## config.mk

```make
export PLATFORM = sky130hd
export DESIGN_NAME = flash_block_protection
export DESIGN_NICKNAME = d
export VERILOG_FILES = /design/src/rtl/flash_guard_pkg.sv /design/src/rtl/flash_block_protection.sv /design/src/rtl/guard_byte.sv /design/src/rtl/region_decode.sv
export SDC_FILE = /design/constraint.sdc
export NUM_CORES = 1
export LEC_CHECK = 0
export BUFFER_PORTS_ARGS = -buffer_cell sky130_fd_sc_hd__clkbuf_2
export CAP_MARGIN = 15
export CORE_ASPECT_RATIO = 0.9
export CORE_MARGIN = 4
export CORE_UTILIZATION = 40
export DETAILED_ROUTE_END_ITERATION = 8
export GPL_TIMING_DRIVEN = 0
export PLACE_DENSITY = 0.82
export SETUP_SLACK_MARGIN = 0.15
export SLEW_MARGIN = 30
export SYNTH_ARGS = -nofsm -noshare
export SYNTH_HDL_FRONTEND = slang
export SYNTH_HIERARCHICAL = 1
export SYNTH_SLANG_ARGS = --single-unit
```

## constraint.sdc

```tcl
create_clock -name clk_i -period 3.95 [get_ports clk_i]
set_input_delay 0.79 -clock clk_i [delete_from_list [all_inputs] [get_ports clk_i]]
set_output_delay 0.79 -clock clk_i [all_outputs]
set_load 0.01 [all_outputs]
```

## src/rtl/flash_guard_pkg.sv

```systemverilog
// Constants, register indices and carrier types of the flash protection checker.
// Assumes one core clock; the guard bytes live behind a classic Wishbone slave.
// Notes on behaviour
// - Blocks 1-3 start 004000h, 008000h, 00C000h, 16 KB.
// - Blocks 4-7 start 010000h onward, end 01FFFFh.
// - Block 0 spans boot end to 003FFFh.
// - Code-guard bit n zero locks block n read-out.
// - Write-guard bit n zero refuses block n writes.
// - Table-read bit zero blocks reads from other blocks.
// - High code-guard bit 7 zero locks EEPROM read.
// - High code-guard bit 6 zero locks boot read.
// - High write-guard bit 7 zero locks EEPROM writes.
// - High write-guard bit 6 zero locks boot writes.
// - High write-guard bit 5 zero locks config range.
// - Config lock bit changes only in programming mode.
// - Unimplemented high-byte bits always read zero.
// - Boot size: 00 1K, 01 2K, else 4K words.
// - Boot table-read bit zero blocks foreign reads.
package flash_guard_pkg;

  localparam int ADDR_W = 22;

  // Register indices; the Wishbone byte address is four times each.
  localparam logic [29:0] IDX_BOOT_CFG    = 30'h00300006;
  localparam logic [29:0] IDX_CODE_LOW    = 30'h00300008;
  localparam logic [29:0] IDX_CODE_HIGH   = 30'h00300009;
  localparam logic [29:0] IDX_WRITE_LOW   = 30'h0030000a;
  localparam logic [29:0] IDX_WRITE_HIGH  = 30'h0030000b;
  localparam logic [29:0] IDX_TABLE_LOW   = 30'h0030000c;
  localparam logic [29:0] IDX_TABLE_HIGH  = 30'h0030000d;

  // Implemented bits, bits clearable in normal execution, and reset values.
  localparam logic [7:0] MASK_FULL        = 8'hff;
  localparam logic [7:0] MASK_CODE_HIGH   = 8'hc0;
  localparam logic [7:0] MASK_WRITE_HIGH  = 8'he0;
  localparam logic [7:0] CLR_WRITE_HIGH   = 8'hc0;
  localparam logic [7:0] MASK_TABLE_HIGH  = 8'h40;
  localparam logic [7:0] MASK_BOOT_CFG    = 8'h30;
  localparam logic [7:0] MASK_NONE        = 8'h00;
  localparam logic [7:0] RESET_BOOT_CFG   = 8'h00;

  // Field positions inside the high bytes and the boot configuration byte.
  localparam int BIT_EEPROM      = 7;
  localparam int BIT_BOOT        = 6;
  localparam int BIT_CONFIG      = 5;
  localparam int BOOT_SIZE_LSB   = 4;

  // Memory map of the program array and the configuration space.
  localparam logic [ADDR_W-1:0] BOOT_END_1K   = 22'h000800;
  localparam logic [ADDR_W-1:0] BOOT_END_2K   = 22'h001000;
  localparam logic [ADDR_W-1:0] BOOT_END_4K   = 22'h002000;
  localparam logic [ADDR_W-1:0] BLOCK1_START  = 22'h004000;
  localparam logic [ADDR_W-1:0] PROG_END      = 22'h020000;
  localparam logic [13:0]       CONFIG_PAGE   = 14'h3000;
  localparam int                BLOCK_LSB     = 14;
  localparam int                PAGE_LSB      = 8;

  typedef enum logic [1:0] {
    BOOT_1K  = 2'b00,
    BOOT_2K  = 2'b01,
    BOOT_4K  = 2'b10,
    BOOT_4KB = 2'b11
  } boot_size_t;

  // Region codes: 0-7 are program blocks.
  localparam logic [3:0] REG_BOOT   = 4'h8;
  localparam logic [3:0] REG_CONFIG = 4'h9;
  localparam logic [3:0] REG_NONE   = 4'ha;

  typedef enum logic [2:0] {
    ACC_FETCH = 3'b000,
    ACC_TBLRD = 3'b001,
    ACC_TBLWR = 3'b010,
    ACC_ERASE = 3'b011,
    ACC_EXTRD = 3'b100
  } access_kind_t;

  typedef struct packed {
    logic              valid;
    access_kind_t      kind;
    logic              eeprom;
    logic [ADDR_W-1:0] target;
    logic [ADDR_W-1:0] pc;
  } access_req_t;

  typedef struct packed {
    logic       valid;
    logic       allow;
    logic       commit;
    logic [7:0] rdata;
  } access_resp_t;

endpackage

```

## src/rtl/flash_block_protection.sv

```systemverilog
// Protection checker between the core's fetch and table paths and the flash array.
// Assumes array read data is valid in the cycle of the request and that the guard
// bytes are reached over a classic Wishbone slave with 32-bit data.
`timescale 1ns/100ps
`default_nettype none
module flash_block_protection (
  // Clock and reset.
  input  wire logic                         clk_i,
  input  wire logic                         rst_i,
  // Wishbone slave.
  input  wire logic                         cyc_i,
  input  wire logic                         stb_i,
  input  wire logic                         we_i,
  input  wire logic [31:0]                  adr_i,
  input  wire logic [3:0]                   sel_i,
  input  wire logic [31:0]                  dat_i,
  output logic [31:0]                       dat_o,
  output logic                              ack_o,
  // Device mode.
  input  wire logic                         prog_mode_i,
  // Core access request and array data.
  input  wire flash_guard_pkg::access_req_t req_i,
  input  wire logic [7:0]                   arr_rdata_i,
  // Access answer.
  output flash_guard_pkg::access_resp_t     resp_o
);

  // Guard byte values.
  logic [7:0] code_low;
  logic [7:0] code_high;
  logic [7:0] write_low;
  logic [7:0] write_high;
  logic [7:0] table_low;
  logic [7:0] table_high;
  logic [7:0] boot_cfg;
  logic [1:0] boot_size_select;

  // Bus decode.
  logic [29:0] word_idx;
  logic        bus_req;
  logic        bus_wr;
  logic        cfg_wr_ok;
  logic        hit_boot;
  logic        hit_code_low;
  logic        hit_code_high;
  logic        hit_write_low;
  logic        hit_write_high;
  logic        hit_table_low;
  logic        hit_table_high;
  logic [7:0]  rd_byte;

  // Access decision.
  logic [3:0]  tgt_region;
  logic [3:0]  exec_region;
  logic        tgt_is_blk;
  logic [2:0]  blk;
  logic        same_block;
  logic        read_ok;
  logic        write_ok;
  logic        xblock_ok;
  logic        allow;
  logic        is_write;

  // Registered outputs.
  logic                           ack_q;
  logic [31:0]                    dat_q;
  flash_guard_pkg::access_resp_t  resp_q;
  flash_guard_pkg::access_resp_t  resp_d;

  // Classic cycle: one strobe gives one ack a cycle later; sel lane 0 carries the byte.
  assign word_idx       = adr_i[31:2];
  assign bus_req        = cyc_i & stb_i & ~ack_q;
  assign bus_wr         = bus_req & we_i & sel_i[0];
  assign cfg_wr_ok      = write_high[flash_guard_pkg::BIT_CONFIG] | prog_mode_i;
  assign hit_boot       = (word_idx == flash_guard_pkg::IDX_BOOT_CFG);
  assign hit_code_low   = (word_idx == flash_guard_pkg::IDX_CODE_LOW);
  assign hit_code_high  = (word_idx == flash_guard_pkg::IDX_CODE_HIGH);
  assign hit_write_low  = (word_idx == flash_guard_pkg::IDX_WRITE_LOW);
  assign hit_write_high = (word_idx == flash_guard_pkg::IDX_WRITE_HIGH);
  assign hit_table_low  = (word_idx == flash_guard_pkg::IDX_TABLE_LOW);
  assign hit_table_high = (word_idx == flash_guard_pkg::IDX_TABLE_HIGH);

  // Unmapped words read as zero and swallow writes.
  assign rd_byte = hit_boot       ? boot_cfg   :
                   hit_code_low   ? code_low   :
                   hit_code_high  ? code_high  :
                   hit_write_low  ? write_low  :
                   hit_write_high ? write_high :
                   hit_table_low  ? table_low  :
                   hit_table_high ? table_high : 8'h00;

  assign boot_size_select = boot_cfg[flash_guard_pkg::BOOT_SIZE_LSB+1:flash_guard_pkg::BOOT_SIZE_LSB];

  guard_byte #(
    .IMPL_MASK  (flash_guard_pkg::MASK_BOOT_CFG),
    .CLEAR_MASK (flash_guard_pkg::MASK_NONE),
    .RESET_VAL  (flash_guard_pkg::RESET_BOOT_CFG)
  ) u_boot_cfg (
    .clk_i   (clk_i),
    .rst_i   (rst_i),
    .wr_i    (bus_wr & hit_boot & cfg_wr_ok),
    .prog_i  (prog_mode_i),
    .wdata_i (dat_i[7:0]),
    .q_o     (boot_cfg)
  );

  guard_byte #(
    .IMPL_MASK  (flash_guard_pkg::MASK_FULL),
    .CLEAR_MASK (flash_guard_pkg::MASK_FULL),
    .RESET_VAL  (flash_guard_pkg::MASK_FULL)
  ) u_code_low (
    .clk_i   (clk_i),
    .rst_i   (rst_i),
    .wr_i    (bus_wr & hit_code_low & cfg_wr_ok),
    .prog_i  (prog_mode_i),
    .wdata_i (dat_i[7:0]),
    .q_o     (code_low)
  );

  guard_byte #(
    .IMPL_MASK  (flash_guard_pkg::MASK_CODE_HIGH),
    .CLEAR_MASK (flash_guard_pkg::MASK_CODE_HIGH),
    .RESET_VAL  (flash_guard_pkg::MASK_FULL)
  ) u_code_high (
    .clk_i   (clk_i),
    .rst_i   (rst_i),
    .wr_i    (bus_wr & hit_code_high & cfg_wr_ok),
    .prog_i  (prog_mode_i),
    .wdata_i (dat_i[7:0]),
    .q_o     (code_high)
  );

  guard_byte #(
    .IMPL_MASK  (flash_guard_pkg::MASK_FULL),
    .CLEAR_MASK (flash_guard_pkg::MASK_FULL),
    .RESET_VAL  (flash_guard_pkg::MASK_FULL)
  ) u_write_low (
    .clk_i   (clk_i),
    .rst_i   (rst_i),
    .wr_i    (bus_wr & hit_write_low & cfg_wr_ok),
    .prog_i  (prog_mode_i),
    .wdata_i (dat_i[7:0]),
    .q_o     (write_low)
  );

  // The config lock bit is left out of the clear mask, so only programming mode moves it.
  guard_byte #(
    .IMPL_MASK  (flash_guard_pkg::MASK_WRITE_HIGH),
    .CLEAR_MASK (flash_guard_pkg::CLR_WRITE_HIGH),
    .RESET_VAL  (flash_guard_pkg::MASK_FULL)
  ) u_write_high (
    .clk_i   (clk_i),
    .rst_i   (rst_i),
    .wr_i    (bus_wr & hit_write_high & cfg_wr_ok),
    .prog_i  (prog_mode_i),
    .wdata_i (dat_i[7:0]),
    .q_o     (write_high)
  );

  guard_byte #(
    .IMPL_MASK  (flash_guard_pkg::MASK_FULL),
    .CLEAR_MASK (flash_guard_pkg::MASK_FULL),
    .RESET_VAL  (flash_guard_pkg::MASK_FULL)
  ) u_table_low (
    .clk_i   (clk_i),
    .rst_i   (rst_i),
    .wr_i    (bus_wr & hit_table_low & cfg_wr_ok),
    .prog_i  (prog_mode_i),
    .wdata_i (dat_i[7:0]),
    .q_o     (table_low)
  );

  guard_byte #(
    .IMPL_MASK  (flash_guard_pkg::MASK_TABLE_HIGH),
    .CLEAR_MASK (flash_guard_pkg::MASK_TABLE_HIGH),
    .RESET_VAL  (flash_guard_pkg::MASK_FULL)
  ) u_table_high (
    .clk_i   (clk_i),
    .rst_i   (rst_i),
    .wr_i    (bus_wr & hit_table_high & cfg_wr_ok),
    .prog_i  (prog_mode_i),
    .wdata_i (dat_i[7:0]),
    .q_o     (table_high)
  );

  // Region of the target and of the instruction that issued the access.
  region_decode u_tgt_region (
    .addr_i      (req_i.target),
    .boot_size_i (boot_size_select),
    .region_o    (tgt_region)
  );

  region_decode u_exec_region (
    .addr_i      (req_i.pc),
    .boot_size_i (boot_size_select),
    .region_o    (exec_region)
  );

  // Per-region guard bits; a cleared bit means locked.
  assign tgt_is_blk = (tgt_region < flash_guard_pkg::REG_BOOT);
  assign blk        = tgt_region[2:0];
  assign same_block = (exec_region == tgt_region);
  assign read_ok    = req_i.eeprom ? code_high[flash_guard_pkg::BIT_EEPROM] :
                      tgt_is_blk ? code_low[blk] :
                      (tgt_region == flash_guard_pkg::REG_BOOT) ?
                        code_high[flash_guard_pkg::BIT_BOOT] : 1'b1;
  assign write_ok   = req_i.eeprom ? write_high[flash_guard_pkg::BIT_EEPROM] :
                      tgt_is_blk ? write_low[blk] :
                      (tgt_region == flash_guard_pkg::REG_BOOT) ?
                        write_high[flash_guard_pkg::BIT_BOOT] :
                      (tgt_region == flash_guard_pkg::REG_CONFIG) ?
                        write_high[flash_guard_pkg::BIT_CONFIG] : 1'b1;
  assign xblock_ok  = same_block | req_i.eeprom |
                      (tgt_is_blk ? table_low[blk] :
                       (tgt_region == flash_guard_pkg::REG_BOOT) ?
                         table_high[flash_guard_pkg::BIT_BOOT] : 1'b1);
  assign is_write   = (req_i.kind == flash_guard_pkg::ACC_TBLWR) |
                      (req_i.kind == flash_guard_pkg::ACC_ERASE);

  // Fetches are never refused; unknown kinds are refused to fail safe.
  always_comb begin
    case (req_i.kind)
      flash_guard_pkg::ACC_FETCH: allow = 1'b1;
      flash_guard_pkg::ACC_TBLRD: allow = xblock_ok;
      flash_guard_pkg::ACC_TBLWR: allow = write_ok;
      flash_guard_pkg::ACC_ERASE: allow = write_ok;
      flash_guard_pkg::ACC_EXTRD: allow = read_ok;
      default:                    allow = 1'b0;
    endcase
  end

  // A refused read returns zero and a refused write never commits; the core never waits.
  assign resp_d.valid  = req_i.valid;
  assign resp_d.allow  = req_i.valid & allow;
  assign resp_d.commit = req_i.valid & allow & is_write;
  assign resp_d.rdata  = (req_i.valid & allow & ~is_write) ? arr_rdata_i : 8'h00;

  // Bus answer and access answer are both registered one cycle after the request.
  always_ff @(posedge clk_i) begin
    if (rst_i) begin
      ack_q  <= 1'b0;
      dat_q  <= 32'h00000000;
      resp_q <= '0;
    end else begin
      ack_q  <= bus_req;
      dat_q  <= {24'h000000, rd_byte};
      resp_q <= resp_d;
    end
  end

  assign ack_o  = ack_q;
  assign dat_o  = dat_q;
  assign resp_o = resp_q;
endmodule
`default_nettype wire

```

## src/rtl/guard_byte.sv

```systemverilog
// One nonvolatile guard byte held as a register.
// Assumes writes arrive already qualified by the bus decoder.
`timescale 1ns/100ps
`default_nettype none
module guard_byte #(
  parameter logic [7:0] IMPL_MASK  = 8'hff,
  parameter logic [7:0] CLEAR_MASK = 8'hff,
  parameter logic [7:0] RESET_VAL  = 8'hff
) (
  // Clock and reset.
  input  wire logic       clk_i,
  input  wire logic       rst_i,
  // Write port.
  input  wire logic       wr_i,
  input  wire logic       prog_i,
  input  wire logic [7:0] wdata_i,
  // Stored value.
  output logic [7:0]      q_o
);

  logic [7:0] q_q;
  logic [7:0] q_d;

  // Normal execution may only clear the clearable bits; programming mode may set them.
  assign q_d = prog_i ? (wdata_i & IMPL_MASK) : (q_q & (wdata_i | ~CLEAR_MASK));
  assign q_o = q_q & IMPL_MASK;

  // The reset value stands in for the erased state of the cells.
  always_ff @(posedge clk_i) begin
    if (rst_i) begin
      q_q <= RESET_VAL & IMPL_MASK;
    end else if (wr_i) begin
      q_q <= q_d;
    end
  end

endmodule
`default_nettype wire

```

## src/rtl/region_decode.sv

```systemverilog
// Address to region decoder for the program array and configuration space.
// Assumes the boot size select comes from a register.
`timescale 1ns/100ps
`default_nettype none
module region_decode #(
  parameter int ADDR_W = flash_guard_pkg::ADDR_W
) (
  // Address and boot size.
  input  wire logic [ADDR_W-1:0] addr_i,
  input  wire logic [1:0]        boot_size_i,
  // Region code.
  output logic [3:0]             region_o
);

  logic [ADDR_W-1:0] boot_end;
  logic              in_config;

  // Boot block end follows the size select; both upper codes mean 4K words.
  assign boot_end = (boot_size_i == flash_guard_pkg::BOOT_1K) ? flash_guard_pkg::BOOT_END_1K :
                    (boot_size_i == flash_guard_pkg::BOOT_2K) ? flash_guard_pkg::BOOT_END_2K :
                    flash_guard_pkg::BOOT_END_4K;
  assign in_config = (addr_i[ADDR_W-1:flash_guard_pkg::PAGE_LSB] ==
                      flash_guard_pkg::CONFIG_PAGE);

  // Blocks 1-7 are 16 KB slices picked by the three bits above the span.
  assign region_o = (addr_i < boot_end) ? flash_guard_pkg::REG_BOOT :
                    (addr_i < flash_guard_pkg::BLOCK1_START) ? 4'h0 :
                    (addr_i < flash_guard_pkg::PROG_END) ?
                      {1'b0, addr_i[flash_guard_pkg::BLOCK_LSB+2:flash_guard_pkg::BLOCK_LSB]} :
                    in_config ? flash_guard_pkg::REG_CONFIG : flash_guard_pkg::REG_NONE;

endmodule
`default_nettype wire

```

==> summary.md <==
| Metric | Value |
|---|---|
| Area Overhead vs Synth | 26.73% |
| RR Endpoint | u_table_low/q_o[7] |
| Final Setup Violations | 0 |
| Critical path destination | resp_o[4] |
| Critical Setup Path Class | in2reg |
| Inst Count DP | 688 |
| DR iter-0 viols | 218 |
| Clock latency on the worst-skew pair | 0.31 ns |
| Layout Skew | 0.007016 ns |
| TritonRoute pass-1 iters | 5 |
| ANT cells | 0 |
| Final hold violation count | 0 |
| Period Utilization, post-route | 77.23% |
| Post-Syn Instances | 422 |
| Pin count of the biggest net entering global routing | 16 |
| Setup crit start kind | input pin |
| Netlist cell types | 56 |
| Status | complete, no violations |
| Die H | 97.17 um |
| FF/Latch Area | 1041 sq um |
| CTS Buf Count | 5 |
| CTS tree | yes |
| Most frequent cells after synthesis | 59 x a21oi_1, 52 x dfxtp_1, 50 x buf_4 |
| CP Data Arrival Time | 3.24 ns |
| Post-Route Setup TNS | 0 ns |
| GRT Resource Usage Total | 18.42% |
| Share of the synthesized area in the top cell type | 29.46% |
| Residual DRC count | 0 |
| # nets final | 711 |
| CP required | 4.14 ns |
| Post-CTS Setup Repair Bufs | 0 |
| GP Congestion | 0.8881 |
| Slew headroom | 54.55% |
| Final instance area | 4478 sq um |
| Row cnt | 32 |
| Sequential element share of the synthesized area | 29.46% |
| Total grt overflow | 0 |
| Maximum fanout along the worst path | 10 |
| Cell Pwr Density | 246.3 nW/um^2 |
| Max-cap violations | 0 |
| Area leader, netlist | dfxtp_1 |
| Hold Path Cell Cnt | 2 |
| Post-detail-place hpwl | 8.076 mm |
| Count leader, synth | a21oi_1 |
| First-pass GRT wire length | 15.39 mm |
| Mean Syn Cell Area | 8.373 sq um |
| Share of layout cells above drive strength 1 | 36.05% |
| RSZ-0062 raised after global routing | no |
| Placed inst area | 4370 sq um |
| Vias in the first global route | 3,224 |
| Vias/cell | 5.010 |
| Die area | 10,400 sq um |
| Yosys reg bits | 52 |
| Port Buffers | 104 |
| Starting density of the core | 41.05% |
| Initial antenna violation count | 0 |
| Crit path from | req_i[41] |
| Root buffer cell | clkbuf_8 |
| Routed Antenna Nets | 0 |
| Synth top area cells | dfxtp_1 29%, buf_4 11%, a21oi_1 8.4% |
| Multi-input logic area | 2120 sq um |
| R2R Path Start | ack_o |
| Fin util | 52.02% |
| CP endpoint kind | flop |
| LEAKAGE | 0.001979 uW |
| H-tree lvl count | 2 |
| Slew Viols, Final | 0 |
| Fill cell count | 816 |
| Cell Area, Synth | 3533 sq um |
| Hold slack | 0.5412 ns |
| Number of enable-type register cells in the synthesized netlist | 0 |
| R2r worst-path depth | 6 |
| R2R setup slack | 1.42 ns |
| Minimum clock period after layout | 3.051 ns |
| Via count | 3,487 |
| CORE AREA | 8608 sq um |
| Drt wl/cell | 14.40 um |
| Post-synth ARST share | 0% |
| Cts hold-fix bufs | 0 |
| Yosys warns | 6 |
| CTS sink cnt | 52 |
| Final WL | 10.02 mm |
| Fin cells | 696 |
| Top FF cell, synth | dfxtp_1 |
| Post-cts gate resize count | 0 |
| # IOs | 175 |
| Die X | 107.1 um |
| Hold WC Path Type | reg2reg |
| Actual slew at the worst max-slew pin | 0.6799 ns |
| Max VDD drop | 0.1710 mV |
| CTS clk-pin slew, worst paths | 0.09 ns |
| CTS max path bufs | 2 |
| Maximum clock frequency | 327.8 MHz |
-- where the power goes --
group,internal (uW),leakage (uW),total (uW),switching (uW)
Combinational,103,0.00150,209,106
Clock,188,0.0000552,365,177
Sequential,528,0.000421,529,1.26
-- worst max-delay path, cell delays in order --
cell       delay, ns
clkbuf_2        0.09
or4_1           0.53
nor2_2          0.15
o2bb2ai_1       0.15
buf_2           0.29
mux4_2          0.57
mux2i_1         0.17
nand2_1         0.08
nand4_1         0.30
a21oi_1         0.13
-- cell families (layout without fill, tap and decap cells) --
family | count (synthesis) | after routing | synth area share [%]
xor+xnor | 4 | 4 | 0.9914
other cells | 5 | 48 | 0.5312
fa+ha+maj | 4 | 4 | 1.416
flops | 52 | 52 | 29.46
compound gates | 110 | 110 | 19.30
buf+inv | 74 | 186 | 15.30
mux | 12 | 12 | 5.205
simple gates | 161 | 161 | 27.80
-- flip-flops by register name (all words and copies together), names as in the netlist --
name              count
u_write_high/q_q      3
u_table_low/q_o       8
u_code_high/q_q       2
u_write_low/q_o       8
dat_o                 8
u_code_low/q_o        8
ack_o                 1
resp_o               11
u_boot_cfg/q_q        2
u_table_high/q_q      1
-- routing by layer --
layer	vias to the layer above	part of all wire (%)	track usage [%]
met5	-	0	0
met4	0	2.0	5.408
met3	20	6.8	3.455
met2	127	51	31.84
met1	1611	40	23.11
li1	1729	-	-
-- final cells by class --
class	count	area share, %
Inverter	7	0.5868
Multi-Input combinational cell	339	47.33
Clock buffer	6	1.621
Sequential cell	52	23.25
Timing Repair Buffer	104	11.62
Clock inverter	2	0.7823
Buffer	67	11.48
Tap cell	119	3.325
-- how the worst min path moves through the flow --
stage / startpoint / end / slack [ns]
global route: u_code_low/q_o[5] / u_code_low/q_o[5] / 0.57
floorplan: u_table_high/q_q[6] / u_table_high/q_q[6] / 0.48
detailed placement: u_table_low/q_o[5] / u_table_low/q_o[5] / 0.52
finish: u_write_low/q_o[5] / u_write_low/q_o[5] / 0.54
CTS: u_write_low/q_o[5] / u_write_low/q_o[5] / 0.54
global placement: u_code_low/q_o[5] / u_code_low/q_o[5] / 0.52
-- metrics by stage --
stage / total power, uW / worst slack, ns
2_1_floorplan: 665.2 / 0.9883
3_3_place_gp: 740.6 / 0.5697
3_5_place_dp: 745.8 / 0.5602
4_1_cts: 1101 / 0.8891
5_1_grt: 1154 / 0.7467
6_report: 1103 / 0.8993
-- cell usage in the layout, fill, tap and decap left out, types with 4 or more instances in the layout --
cell type	instances
nand2_1	22
clkbuf_2	104
conb_1	48
inv_1	7
o21bai_1	5
buf_4	50
o21ai_0	10
nand4_1	4
nor2_2	5
nor4_1	9
a22oi_1	15
nor3b_1	21
and2_1	9
xnor2_1	4
nor2b_1	9
ha_1	4
dfxtp_1	52
mux2i_1	6
clkbuf_1	9
nor3b_2	7
a221oi_1	7
nand3_1	9
nor2_1	32
mux4_2	5
a21oi_1	59
or2_2	7
clkbuf_8	5
No activity file was read; power rests on OpenSTA's default activity.
